--- src/hdl/ocdp_pkg.sv ---
package ocdp_pkg;

    // channel count and divider widths
    localparam int NUM_CH        = 16;
    localparam int CD_W          = 12;
    localparam int SD_W          = 20;
    localparam int SRDLY_W       = 3;
    localparam int NUM_PAIR      = 6;

    // sysref request control register
    localparam logic [7:0] SR_CTRL_ADDR  = 8'h1a;
    localparam logic [7:0] SR_CTRL_RESET = 8'h00;
    localparam int         SR_MODE_LSB   = 4;
    localparam int         SR_SEL_LSB    = 2;
    localparam int         SR_PEND_BIT   = 0;
    localparam logic [1:0] SR_MODE_RESAMPLE = 2'h3;

    // channels whose sample tick can resample a sysref request
    localparam logic [3:0] SR_SAMPLE_CH0 = 4'h0;
    localparam logic [3:0] SR_SAMPLE_CH1 = 4'h4;
    localparam logic [3:0] SR_SAMPLE_CH2 = 4'h8;
    localparam logic [3:0] SR_SAMPLE_CH3 = 4'hc;

    // output channel selector
    typedef enum logic [2:0] {
        OCDP_SEL_BYPASS  = 3'h0,
        OCDP_SEL_CHANNEL_DIVIDER_SELECT   = 3'h1,
        OCDP_SEL_HALF    = 3'h2,
        OCDP_SEL_SYSREF  = 3'h3,
        OCDP_SEL_SR_ANALOG_DELAY = 3'h4,
        OCDP_SEL_STATIC  = 3'h5
    } ocdp_sel_e;

    // per channel configuration
    typedef struct packed {
        ocdp_sel_e          channel_divider_select;
        logic [CD_W-1:0]    channel_divide_value;
        logic [SD_W-1:0]    sysref_divide_value;
        logic [CD_W-1:0]    cd_static_delay;
        logic [SD_W-1:0]    sd_static_delay;
        logic [SRDLY_W-1:0] sysref_digital_delay;
        logic               output_driver_enable;
        logic               divider_power_down;
        logic               sync_enable;
    } ocdp_ch_cfg_s;

    // differential output pin pair
    typedef struct packed {
        logic positive_leg;
        logic negative_leg;
        logic oe;
    } ocdp_leg_s;

    // channel owns a sysref divider
    function automatic logic ocdp_has_sr(input int ch);
        return !(ch == 2 || ch == 3 || ch == 14 || ch == 15);
    endfunction

    // pair index of a sysref channel for replication enables
    function automatic int ocdp_pair(input int ch);
        return (ch < 2) ? 0 : (ch / 2) - 1;
    endfunction

endpackage

--- src/hdl/ocdp_div.sv ---
`timescale 1ns/1ps

// counter divider: pulses once per div_val input ticks
module ocdp_div #(
    parameter int W = 12
) (
    // clock and reset
    input  wire logic         mclk,
    input  wire logic         rst,
    // control
    input  wire logic         tick_in,
    input  wire logic         run,
    input  wire logic         restart,
    input  wire logic [W-1:0] div_val,
    input  wire logic [W-1:0] preload,
    // divided output
    output logic              tick_out,
    output logic              level_out
);
    typedef struct packed {
        logic [W-1:0] cnt;
        logic         tick;
        logic         lvl;
    } ocdp_div_s;

    ocdp_div_s    st_reg;
    ocdp_div_s    st_next;
    logic [W-1:0] last;
    logic [W-1:0] half;

    // zero divide value ticks as one, but its level stays low
    assign last = (div_val == '0) ? '0 : div_val - W'(1);
    assign half = W'(({1'b0, div_val} + (W+1)'(1)) >> 1);

    // next state: held at preload while idle, restarts from it
    always_comb
    begin
        st_next = st_reg;
        st_next.tick = 1'b0;
        if (!run || restart)
        begin
            st_next.cnt = preload;
            st_next.lvl = 1'b0;
        end
        else if (tick_in)
        begin
            if (st_reg.cnt >= last)
            begin
                st_next.cnt = '0;
                st_next.tick = 1'b1;
            end
            else
            begin
                st_next.cnt = st_reg.cnt + W'(1);
            end
            st_next.lvl = (st_next.cnt < half);
        end
    end

    always_ff @(posedge mclk or posedge rst)
    begin
        if (rst)
            st_reg <= '0;
        else
            st_reg <= st_next;
    end

    assign tick_out  = st_reg.tick;
    assign level_out = st_reg.lvl;
endmodule

--- src/hdl/ocdp_top.sv ---
// What this block does
// - selector: bypass, divider, half, sysref, static
// - extra selector adds analog delay to sysref
// - static option: positive low, negative high
// - driver enable cleared puts output high impedance
// - channels 2,3,14,15: divider only, no sysref
// - pairs 4..13: divider then optional sysref divider
// - channels 0,1 chain divider and sysref divider
// - total division is post times channel times sysref
// - group divider off when both drivers off
// - channel 0/1 divider off with its driver
// - sysref chain reaches one pulse per second
// - sysref-capable dividers feed own sysref divider
// - replica needs pin enable and active source
// - replica source: enabled sysref with pair enable
// - replica tapped after static delay only
// - replica always continuous, never pulsed
// - channel and sysref divider paths have static delay, half path none
// - sysref path adds static, digital, analog delay
// - sync releases group dividers on same tick
`timescale 1ns/1ps

module ocdp_top
    import ocdp_pkg::*;
(
    // clock and reset
    input  wire logic                                mclk,
    input  wire logic                                rst,
    // post-divider clock per channel, as tick and level
    input  wire logic [ocdp_pkg::NUM_CH-1:0]         src_tick,
    input  wire logic [ocdp_pkg::NUM_CH-1:0]         src_level,
    // channel configuration
    input  wire ocdp_pkg::ocdp_ch_cfg_s [ocdp_pkg::NUM_CH-1:0] ch_cfg,
    input  wire logic [ocdp_pkg::NUM_PAIR-1:0]       pair_sysref_replicate_enable,
    // sync and sysref request events
    input  wire logic                                sync_req,
    input  wire logic                                sysref_req,
    // register port
    input  wire logic                                reg_wr,
    input  wire logic [7:0]                          reg_addr,
    input  wire logic [7:0]                          reg_wdata,
    output logic [7:0]                               reg_rdata,
    // general purpose pins
    input  wire logic [1:0]                          pin_output_enable,
    output logic                                     general_pin_one,
    output logic                                     general_pin_one_oe,
    output logic                                     general_pin_two,
    output logic                                     general_pin_two_oe,
    // output pin pairs
    output ocdp_pkg::ocdp_leg_s [ocdp_pkg::NUM_CH-1:0] out_leg
);
    import ocdp_pkg::*;

    ////////////////////////////////////////////////////////////////////////
    // state
    typedef struct packed {
        logic [NUM_CH-1:0]              div2;
        logic [NUM_CH-1:0]              aly;
        logic [NUM_CH-1:0][7:0]         sr_shift;
        ocdp_leg_s [NUM_CH-1:0]         leg;
        logic [3:0]                     gp;
        logic [5:2]                     ctrl;
        logic                           pend;
        logic                           go;
        logic [7:0]                     rdata;
    } ocdp_top_s;

    ocdp_top_s          st_reg;
    ocdp_top_s          st_next;
    logic [NUM_CH-1:0]  cd_run;
    logic [NUM_CH-1:0]  sr_run;
    logic [NUM_CH-1:0]  cd_restart;
    logic [NUM_CH-1:0]  sr_restart;
    logic [NUM_CH-1:0]  cd_tick;
    logic [NUM_CH-1:0]  cd_lvl;
    logic [NUM_CH-1:0]  sr_lvl;
    logic [NUM_CH-1:0]  rep_src;
    logic               rep_any;
    logic               rep_lvl;
    logic               sample_tick;
    logic [1:0]         req_mode;
    logic [1:0]         req_sel;

    assign req_mode = st_reg.ctrl[SR_MODE_LSB+1:SR_MODE_LSB];
    assign req_sel  = st_reg.ctrl[SR_SEL_LSB+1:SR_SEL_LSB];

    ////////////////////////////////////////////////////////////////////////
    // dividers per channel
    for (genvar c = 0; c < NUM_CH; c++)
    begin : g_ch
        // group power: shared pairs need both drivers off, singles their own
        if (c >= 4 && c <= 13)
        begin : g_pair
            assign cd_run[c] = (ch_cfg[c].output_driver_enable
                               | ch_cfg[c^1].output_driver_enable)
                               & ~ch_cfg[c].divider_power_down;
        end
        else
        begin : g_single
            assign cd_run[c] = ch_cfg[c].output_driver_enable
                               & ~ch_cfg[c].divider_power_down;
        end

        // sync restart of every enabled divider on one cycle
        assign cd_restart[c] = sync_req & ch_cfg[c].sync_enable;

        // channel divider with static offset as preload
        ocdp_div #(
            .W (CD_W)
        ) u_cd (
            .mclk      (mclk),
            .rst       (rst),
            .tick_in   (src_tick[c]),
            .run       (cd_run[c]),
            .restart   (cd_restart[c]),
            .div_val   (ch_cfg[c].channel_divide_value),
            .preload   (ch_cfg[c].cd_static_delay),
            .tick_out  (cd_tick[c]),
            .level_out (cd_lvl[c])
        );

        if (ocdp_has_sr(c))
        begin : g_sr
            // sysref divider counts channel divider ticks, so P x CD x SD
            assign sr_run[c]     = cd_run[c];
            assign sr_restart[c] = cd_restart[c] | st_reg.go;
            assign rep_src[c]    = sr_run[c]
                                   & pair_sysref_replicate_enable[ocdp_pair(c)];

            ocdp_div #(
                .W (SD_W)
            ) u_sd (
                .mclk      (mclk),
                .rst       (rst),
                .tick_in   (cd_tick[c]),
                .run       (sr_run[c]),
                .restart   (sr_restart[c]),
                .div_val   (ch_cfg[c].sysref_divide_value),
                .preload   (ch_cfg[c].sd_static_delay),
                .tick_out  (),
                .level_out (sr_lvl[c])
            );
        end
        else
        begin : g_nosr
            assign sr_run[c]     = 1'b0;
            assign sr_restart[c] = 1'b0;
            assign rep_src[c]    = 1'b0;
            assign sr_lvl[c]     = 1'b0;
        end
    end

    ////////////////////////////////////////////////////////////////////////
    // replica: static delayed sysref level, no digital or analog delay
    assign rep_any = |rep_src;
    assign rep_lvl = |(rep_src & sr_lvl);

    // request sample source picks one sysref-capable channel
    always_comb
    begin
        case (req_sel)
            2'h0:    sample_tick = src_tick[SR_SAMPLE_CH0];
            2'h1:    sample_tick = src_tick[SR_SAMPLE_CH1];
            2'h2:    sample_tick = src_tick[SR_SAMPLE_CH2];
            2'h3:    sample_tick = src_tick[SR_SAMPLE_CH3];
            default: sample_tick = 1'b0;
        endcase
    end

    ////////////////////////////////////////////////////////////////////////
    // next state
    always_comb
    begin
        logic lvl;
        lvl = 1'b0;
        st_next = st_reg;

        // register write and registered read back
        if (reg_wr && reg_addr == SR_CTRL_ADDR)
            st_next.ctrl = reg_wdata[5:2];
        st_next.rdata = '0;
        if (reg_addr == SR_CTRL_ADDR)
        begin
            st_next.rdata[5:2] = st_reg.ctrl;
            st_next.rdata[SR_PEND_BIT] = st_reg.pend;
        end

        // sysref request: direct, or held until the sample tick
        if (req_mode == SR_MODE_RESAMPLE)
        begin
            st_next.go   = st_reg.pend & sample_tick;
            st_next.pend = (st_reg.pend & ~st_next.go) | sysref_req;
        end
        else
        begin
            st_next.go   = sysref_req;
            st_next.pend = 1'b0;
        end

        // per channel output selection
        for (int c = 0; c < NUM_CH; c++)
        begin
            if (src_tick[c] && cd_run[c])
                st_next.div2[c] = ~st_reg.div2[c];
            else if (!cd_run[c])
                st_next.div2[c] = 1'b0;
            st_next.sr_shift[c] = {st_reg.sr_shift[c][6:0], sr_lvl[c]};
            st_next.aly[c] = st_reg.sr_shift[c][ch_cfg[c].sysref_digital_delay];
            case (ch_cfg[c].channel_divider_select)
                OCDP_SEL_BYPASS:  lvl = src_level[c];
                OCDP_SEL_CHANNEL_DIVIDER_SELECT:   lvl = cd_lvl[c];
                OCDP_SEL_HALF:    lvl = st_reg.div2[c];
                OCDP_SEL_SYSREF:  lvl = st_reg.sr_shift[c][ch_cfg[c].sysref_digital_delay];
                OCDP_SEL_SR_ANALOG_DELAY: lvl = st_reg.aly[c];
                default:          lvl = 1'b0;
            endcase
            if (ch_cfg[c].channel_divider_select == OCDP_SEL_STATIC)
            begin
                st_next.leg[c].positive_leg = 1'b0;
                st_next.leg[c].negative_leg = 1'b1;
            end
            else
            begin
                st_next.leg[c].positive_leg = lvl;
                st_next.leg[c].negative_leg = ~lvl;
            end
            st_next.leg[c].oe = ch_cfg[c].output_driver_enable;
        end

        // replica pins: continuous level, never gated by pulse mode
        st_next.gp[0] = rep_lvl;
        st_next.gp[1] = pin_output_enable[0] & rep_any;
        st_next.gp[2] = rep_lvl;
        st_next.gp[3] = pin_output_enable[1] & rep_any;
    end

    always_ff @(posedge mclk or posedge rst)
    begin
        if (rst)
        begin
            st_reg      <= '0;
            st_reg.ctrl <= SR_CTRL_RESET[5:2];
        end
        else
        begin
            st_reg <= st_next;
        end
    end

    ////////////////////////////////////////////////////////////////////////
    // outputs
    assign out_leg            = st_reg.leg;
    assign reg_rdata          = st_reg.rdata;
    assign general_pin_one    = st_reg.gp[0];
    assign general_pin_one_oe = st_reg.gp[1];
    assign general_pin_two    = st_reg.gp[2];
    assign general_pin_two_oe = st_reg.gp[3];
endmodule

--- config.mk ---
export PLATFORM = sky130hd
export DESIGN_NAME = ocdp_top
export DESIGN_NICKNAME = d
export VERILOG_FILES = /design/src/hdl/ocdp_pkg.sv /design/src/hdl/ocdp_div.sv /design/src/hdl/ocdp_top.sv
export SDC_FILE = /design/constraint.sdc
export NUM_CORES = 2
export LEC_CHECK = 0
export BUFFER_PORTS_ARGS = -buffer_cell sky130_fd_sc_hd__buf_2
export CAP_MARGIN = 10
export CORE_AREA = 2 2 500 502
export DETAILED_ROUTE_END_ITERATION = 12
export DIE_AREA = 0 0 502 504
export PLACE_DENSITY = 0.48
export SLEW_MARGIN = 0
export SYNTH_ARGS = -nofsm -noshare
export SYNTH_HDL_FRONTEND = slang
export SYNTH_HIERARCHICAL = 1
export SYNTH_SLANG_ARGS = --single-unit
--- constraint.sdc ---
create_clock -name mclk -period 6.64 [get_ports mclk]
set_input_delay 0.332 -clock mclk [delete_from_list [all_inputs] [get_ports mclk]]
set_output_delay 0.332 -clock mclk [all_outputs]
set_load 0.01 [all_outputs]
# [After elaboration in Yosys (flattened, before gate mapping)]
# Memories as Yosys holds them, arrays and structs flattened.
# Cells that the tools add are included.
[classes] n_addsub=84 n_lt_le_gt_ge=72 n_eq_ne=101 mux=332 bitwise_logic=116 n_reduce_logical=136
[ops] cell="$mux W20" n=60
[ops] cell="$mux W12" n=80
[ops] cell="$mux W22" n=12
[ops] cell="$add A20 B1 Y21 const B" n=12
[ops] cell="$add A20 B1 Y20 const B" n=12
[ops] cell="$ge A20 B20 Y1" n=12
[ops] cell="$logic_not A20 Y1" n=12
[ops] cell="$lt A20 B20 Y1" n=12
[ops] cell="$sub A20 B1 Y20 const B" n=12
[ops] cell="$mux W14" n=16
[ops] cell="$add A12 B1 Y13 const B" n=16
[ops] cell="$add A12 B1 Y12 const B" n=16
[ops] cell="$ge A12 B12 Y1" n=16
[ops] cell="$logic_not A12 Y1" n=16
[ops] cell="$lt A12 B12 Y1" n=16
[ops] cell="$sub A12 B1 Y12 const B" n=16
[ops] cell="$mux W1" n=117
[ops] cell="$eq A3 B2 Y1 const B" n=32
[ops] cell="$eq A3 B3 Y1 const B" n=32
[ops] cell="$pmux W1 S5" n=16
[ops] cell="$lt A3 B4 Y1 const B" n=16
[ops] cell="$reduce_bool A2 Y1" n=28
[ops] cell="$not A1 Y1" n=49
[ops] cell="$and A1 B1 Y1" n=48
[ops] cell="18 further kinds" n=167
[totals] ff_bits=663 romBits=32 inputBits=1229 output_inout_bits=60 n_memories=4
[memory_table] memory="(name not given)" words=8 word_bits=1 read_ports=1 rd_clocked_by_memory_dff=0 write_ports=0 line_no="ocdp_top.sv:213" rtl="OCDP_SEL_SYSREF: lvl = st_reg.sr_shift[c][ch_cfg[c].sysref_digital_delay];"
[memory_table] memory="(name not given)" words=8 word_bits=1 read_ports=1 rd_clocked_by_memory_dff=0 write_ports=0 line_no="ocdp_top.sv:213"
[memory_table] memory="(name not given)" words=8 word_bits=1 read_ports=1 rd_clocked_by_memory_dff=0 write_ports=0 line_no="ocdp_top.sv:213"
[memory_table] memory="(name not given)" words=8 word_bits=1 read_ports=1 rd_clocked_by_memory_dff=0 write_ports=0 line_no="ocdp_top.sv:213"

# [Logic depth before layout (Yosys ltp)]
[logic_depth] word_depth=9 depth_mapped=24 ltp_nobuf=20

# [By module]
# The synthesis kept the hierarchy.
[modules_own_cells] module="ocdp_div at g_ch[12].g_sr.u_sd ..." n_inst=7 cells_per_inst=457 area_each_um2=3358.2 seq_area_each_um2=550.5
[modules_own_cells] module="ocdp_div at g_ch[12].u_cd ..." n_inst=10 cells_per_inst=270 area_each_um2=2075.7 seq_area_each_um2=350.3
[modules_own_cells] module="ocdp_div at g_ch[0].g_sr.u_sd ..." n_inst=4 cells_per_inst=467 area_each_um2=3439.5 seq_area_each_um2=550.5
[modules_own_cells] module="ocdp_div at g_ch[0].u_cd ..." n_inst=6 cells_per_inst=267 area_each_um2=2070.7 seq_area_each_um2=350.3
[modules_own_cells] module="ocdp_top" n_inst=1 cells_per_inst=544 area_each_um2=7432.1 seq_area_each_um2=4654.5
[modules_own_cells] module="ocdp_div at g_ch[9].g_sr.u_sd" n_inst=1 cells_per_inst=461 area_each_um2=3465.8 seq_area_each_um2=550.5

# [Least setup slack after synthesis]
# OpenSTA, ideal clock, no wires.
[synth_path] kind="input port to flip-flop" startpoint="input ch_cfg[917] (netlist bit)" endpoint="register g_ch[12].g_sr.u_sd.st_reg, in the netlist g_ch[12].g_sr.u_sd/level_out" setup_time_ns=0.094 arrival_time_ns=4.813 t_required_ns=6.546 setup_slack_ns=1.733 cell_stages=21 path_buffers=3 path_cell_list="buf_2 > or4_4 > nor2_1 > nand4_1 > nor4_1 > xor2_1 > nand2_1 > ha_1 > nand4_1 > o211ai_2 > a21o_1 > clkbuf_1 > buf_2 > nor2_1 > ha_1 > a21o_1 > a21o_1 > a21o_1 > a2111oi_0 > o21ai_0 > a211oi_1"
[synth_between] elab_chain_len=9 word_cells_on_any_way=11
[synth_rtl] item="from (decl)" line_no="ocdp_top.sv:33" rtl="input wire ocdp_pkg::ocdp_ch_cfg_s [ocdp_pkg::NUM_CH-1:0] ch_cfg,"
[synth_rtl] item="$sub A20 B1 Y20 or $logic_not A20 Y1 (tied branches)" line_no="ocdp_div.sv:32" rtl="assign last = (div_val == '0) ? '0 : div_val - W'(1);"
[synth_rtl] item="$mux W20" line_no="ocdp_div.sv:32"
[synth_rtl] item="$ge A20 B20 Y1" line_no="ocdp_div.sv:47" rtl="if (st_reg.cnt >= last)"
[synth_rtl] item="$mux W20" line_no="ocdp_div.sv:47"
[synth_rtl] item="$mux W20" line_no="ocdp_div.sv:45" rtl="else if (tick_in)"
[synth_rtl] item="$mux W20" line_no="ocdp_div.sv:40" rtl="if (!run || restart)"
[synth_rtl] item="$lt A20 B20 Y1 (*)" line_no="ocdp_div.sv:56" rtl="st_next.lvl = (st_next.cnt < half);"
[synth_rtl] item="$mux W22 (*)" line_no="ocdp_div.sv:45"
[synth_rtl] item="$mux W1 (*)" line_no="ocdp_div.sv:40"
[synth_rtl] item="to (signal assigned)" line_no="ocdp_div.sv:65" rtl="st_reg <= st_next;"
[synth_rtl] item="to (decl)" line_no="ocdp_div.sv:26" rtl="ocdp_div_s st_reg;"
# Mark *: on every way between the ends. The rest lies on a longest branch, timed or not. The select of a mux whose other input is x is not followed.
# A chain may end at the register's enable or synchronous reset.

# [Final worst setup path]
[layout_path] startpoint="input ch_cfg[773] (netlist bit)" endpoint="register g_ch[10].g_sr.u_sd.st_reg, in the netlist g_ch[10].g_sr.u_sd/level_out"
[layout_between] elab_chain_len=9 word_cells_on_any_way=11
[layout_rtl] item="$sub A20 B1 Y20 or $logic_not A20 Y1 (tied branches)" line_no="ocdp_div.sv:32"
[layout_rtl] item="$mux W20" line_no="ocdp_div.sv:32"
[layout_rtl] item="$ge A20 B20 Y1" line_no="ocdp_div.sv:47"
[layout_rtl] item="$mux W20" line_no="ocdp_div.sv:47"
[layout_rtl] item="$mux W20" line_no="ocdp_div.sv:45"
[layout_rtl] item="$mux W20" line_no="ocdp_div.sv:40"
[layout_rtl] item="$lt A20 B20 Y1 (*)" line_no="ocdp_div.sv:56"
[layout_rtl] item="$mux W22 (*)" line_no="ocdp_div.sv:45"
[layout_rtl] item="$mux W1 (*)" line_no="ocdp_div.sv:40"
[layout_rtl] item="to (signal assigned)" line_no="ocdp_div.sv:65"
[layout_rtl] item="to (decl)" line_no="ocdp_div.sv:26"
# Marked as above.

==> results_dict.tcl <==
set metrics [dict create \
    numClockSinks 658 \
    htree_levels 3 \
    p_leak_nw 43.0 \
    layout-drive-gt1-share_pct 15.0 \
    die_y_um 504 \
    clock.fmax_mhz 193 \
    cts_buffers 97 \
    place.gp.congestion 0.964 \
    ir_worst_vdd_v 0.000229 \
    rows 183 \
    grt_overflow_total 0 \
    arrival_ns 5.85 \
    post_cts_resized 0 \
    worstMarginPinSlew_ns 1.20 \
    status "finished, final reports clean" \
    layout_worst_path_cycle_share_pct 78.1 \
    clkTransAtPathRegs_ns 0.07 \
    rsz0062_at_grt "no" \
    cp.depth 20 \
    required_ns 7.31 \
    dieArea_sq_um 253000 \
    fin_area_sq_um 98000 \
    core_area_sq_um 248000 \
    grt_max_degree 111 \
    setup_viol 0 \
    fin_tns_setup_ns 0 \
    power_w 0.0169 \
    ys.warnings.count 6 \
    cp_num_buf_inv 1 \
    final_max_slew_viol_count 0 \
    netlist_instances 10400 \
    hold_depth 2 \
    end_kind "register" \
    drcViolationCount 0 \
    first_global_vias 81900 \
    antenna_left 0 \
    syn-mean-instance-area_sq_um 7.82 \
    max_slew_margin_pct 19.8 \
    crit_fanout 15 \
    nets 13800 \
    fillers 25700 \
    drt_wl_total_mm 337 \
    cap_viol_max_count 0 \
    worstSkewPairLatency_ns 0.76 \
    largest_reg_flops 240 \
    vias 84200 \
    cts_tree "yes" \
    syn_to_final_growth_pct 21.1 \
    cp_slowest_stage_delay_ns 0.75 \
    placed_area_sq_um 88500 \
    reg2reg_depth 14 \
    grt_pass1_wl_mm 506 \
    ctsLongestPathBuffers 3 \
    cp_top_family "simple AND/OR/NAND/NOR gates" \
    hpwlAfterDp_mm 270 \
    worstHoldPathType "input port to register" \
    finClkSkew_ns 0.0439 \
    cp_cell_sequence "buf_2, or4_4, nor4_2, and2b_1, nor3b_2, xor2_1, nand2_1, ha_1, a21oi_1, o21ai_0, a2111o_1, nand2_1, nand2_1, nor2_1, ha_1, a21o_1, a21o_1, a2111oi_0, o221ai_1, a221oi_1" \
    clock-root-buffer "clkbuf_16" \
    drt-initial-drc-count 6098 \
    portBuffers 1109 \
    power_density_nw_per_um2 173 \
    netlist_area_sq_um 80900 \
    antenna_found_initial 194 \
    viasPerCell 5.55 \
    hold_viol 0 \
    path_class "input port to register" \
    initial_utilization_pct 32.7 \
    boundaryPins 1289 \
    drt_pass1_iterations 6 \
    grt_util_all_layers_pct 25.6 \
    startpoint_type "input port" \
    drt-wirelength-per-cell_um 22.2 \
    min_period_ns 5.19 \
    cp_common_cell "nand2_1" \
    fp.dieW_um 502 \
    cp_slowest_cell "a2111oi_0" \
]
path summary, 6_finish.rpt:
kind	from	to	slack, ns
min in group asynchronous	rst	g_ch[8].u_cd/st_reg[7]	0.48
max in group asynchronous	rst	out_leg[30]	4.88
worst min register to register	st_next[68]	st_next[69]	0.37
worst min-delay path	pair_sysref_replicate_enable[5]	general_pin_two	0.08
worst max-delay path	ch_cfg[773]	g_ch[10].g_sr.u_sd/level_out	1.45
worst max register to register	g_ch[0].g_sr.u_sd/st_reg[4]	g_ch[0].g_sr.u_sd/level_out	2.20
per-stage QoR:
step	std cells	hold slack, ns	setup WS, ns	util, %
floorplan	10400	0.209	1.25	-
global route	15100	0.00718	1.05	39.6
finish	15200	0.0813	1.45	39.6
CTS	15100	0.00716	1.60	39.5
detailed placement	14300	0.355	0.781	35.8
global placement	14300	0.350	0.788	35.8
what timing repair did:
action,4_1_cts,5_1_grt
buffers inserted,0,0
hold endpoints to repair,772,0
endpoints found under the setup margin,0,0
hold buffers,569,0
power by group:
| group | switching [W] | total (W) | internal (W) |
|---|---|---|---|
| Combinational | 0.00351 | 0.00604 | 0.00253 |
| Clock | 0.00232 | 0.00590 | 0.00358 |
| Sequential | 0.000645 | 0.00497 | 0.00432 |
| Total | 0.00648 | 0.0169 | 0.0104 |
layout by cell type (no fill, tap or decap), drive strengths merged, types with 40 or more instances in the layout:
cell         count
nor2          1233
buf           1209
nand2         1057
ha             948
dfrtp          658
a21oi          655
xor2           586
nand3          577
dlygate4sd3    569
nor3           424
xnor2          389
nand4          360
and3           264
o21ai          257
inv            253
nor4           202
nor2b          154
and2           148
clkbuf         129
a21o           124
nand2b         109
or3            106
diode          102
o211ai          96
a31oi           95
o21a            91
a211oi          79
and4            70
o31ai           69
a211o           63
o311ai          63
or2             59
or4b            51
or4             49
a2111oi         40
cell type report:
type                       count  area [sq um]  area share, %
clock buffer                 129          2750           2.80
clock inverter                49           806          0.822
antenna                      102           255          0.260
tap                         3330          4170           4.25
multi-input combinational   8872         60600           61.8
inverter                     250           946          0.965
sequential                   658         16500           16.8
timing repair buffer        1778         12000           12.3
metal layers:
metal,GRT usage [%],vias up,wire [um]
met4,9.81,118,13200
met1,32.8,40500,145000
met2,42.1,2670,157000
li1,-,40400,-
met3,4.94,609,21800
met5,0,-,781
Power figures use the tool's default switching activity.
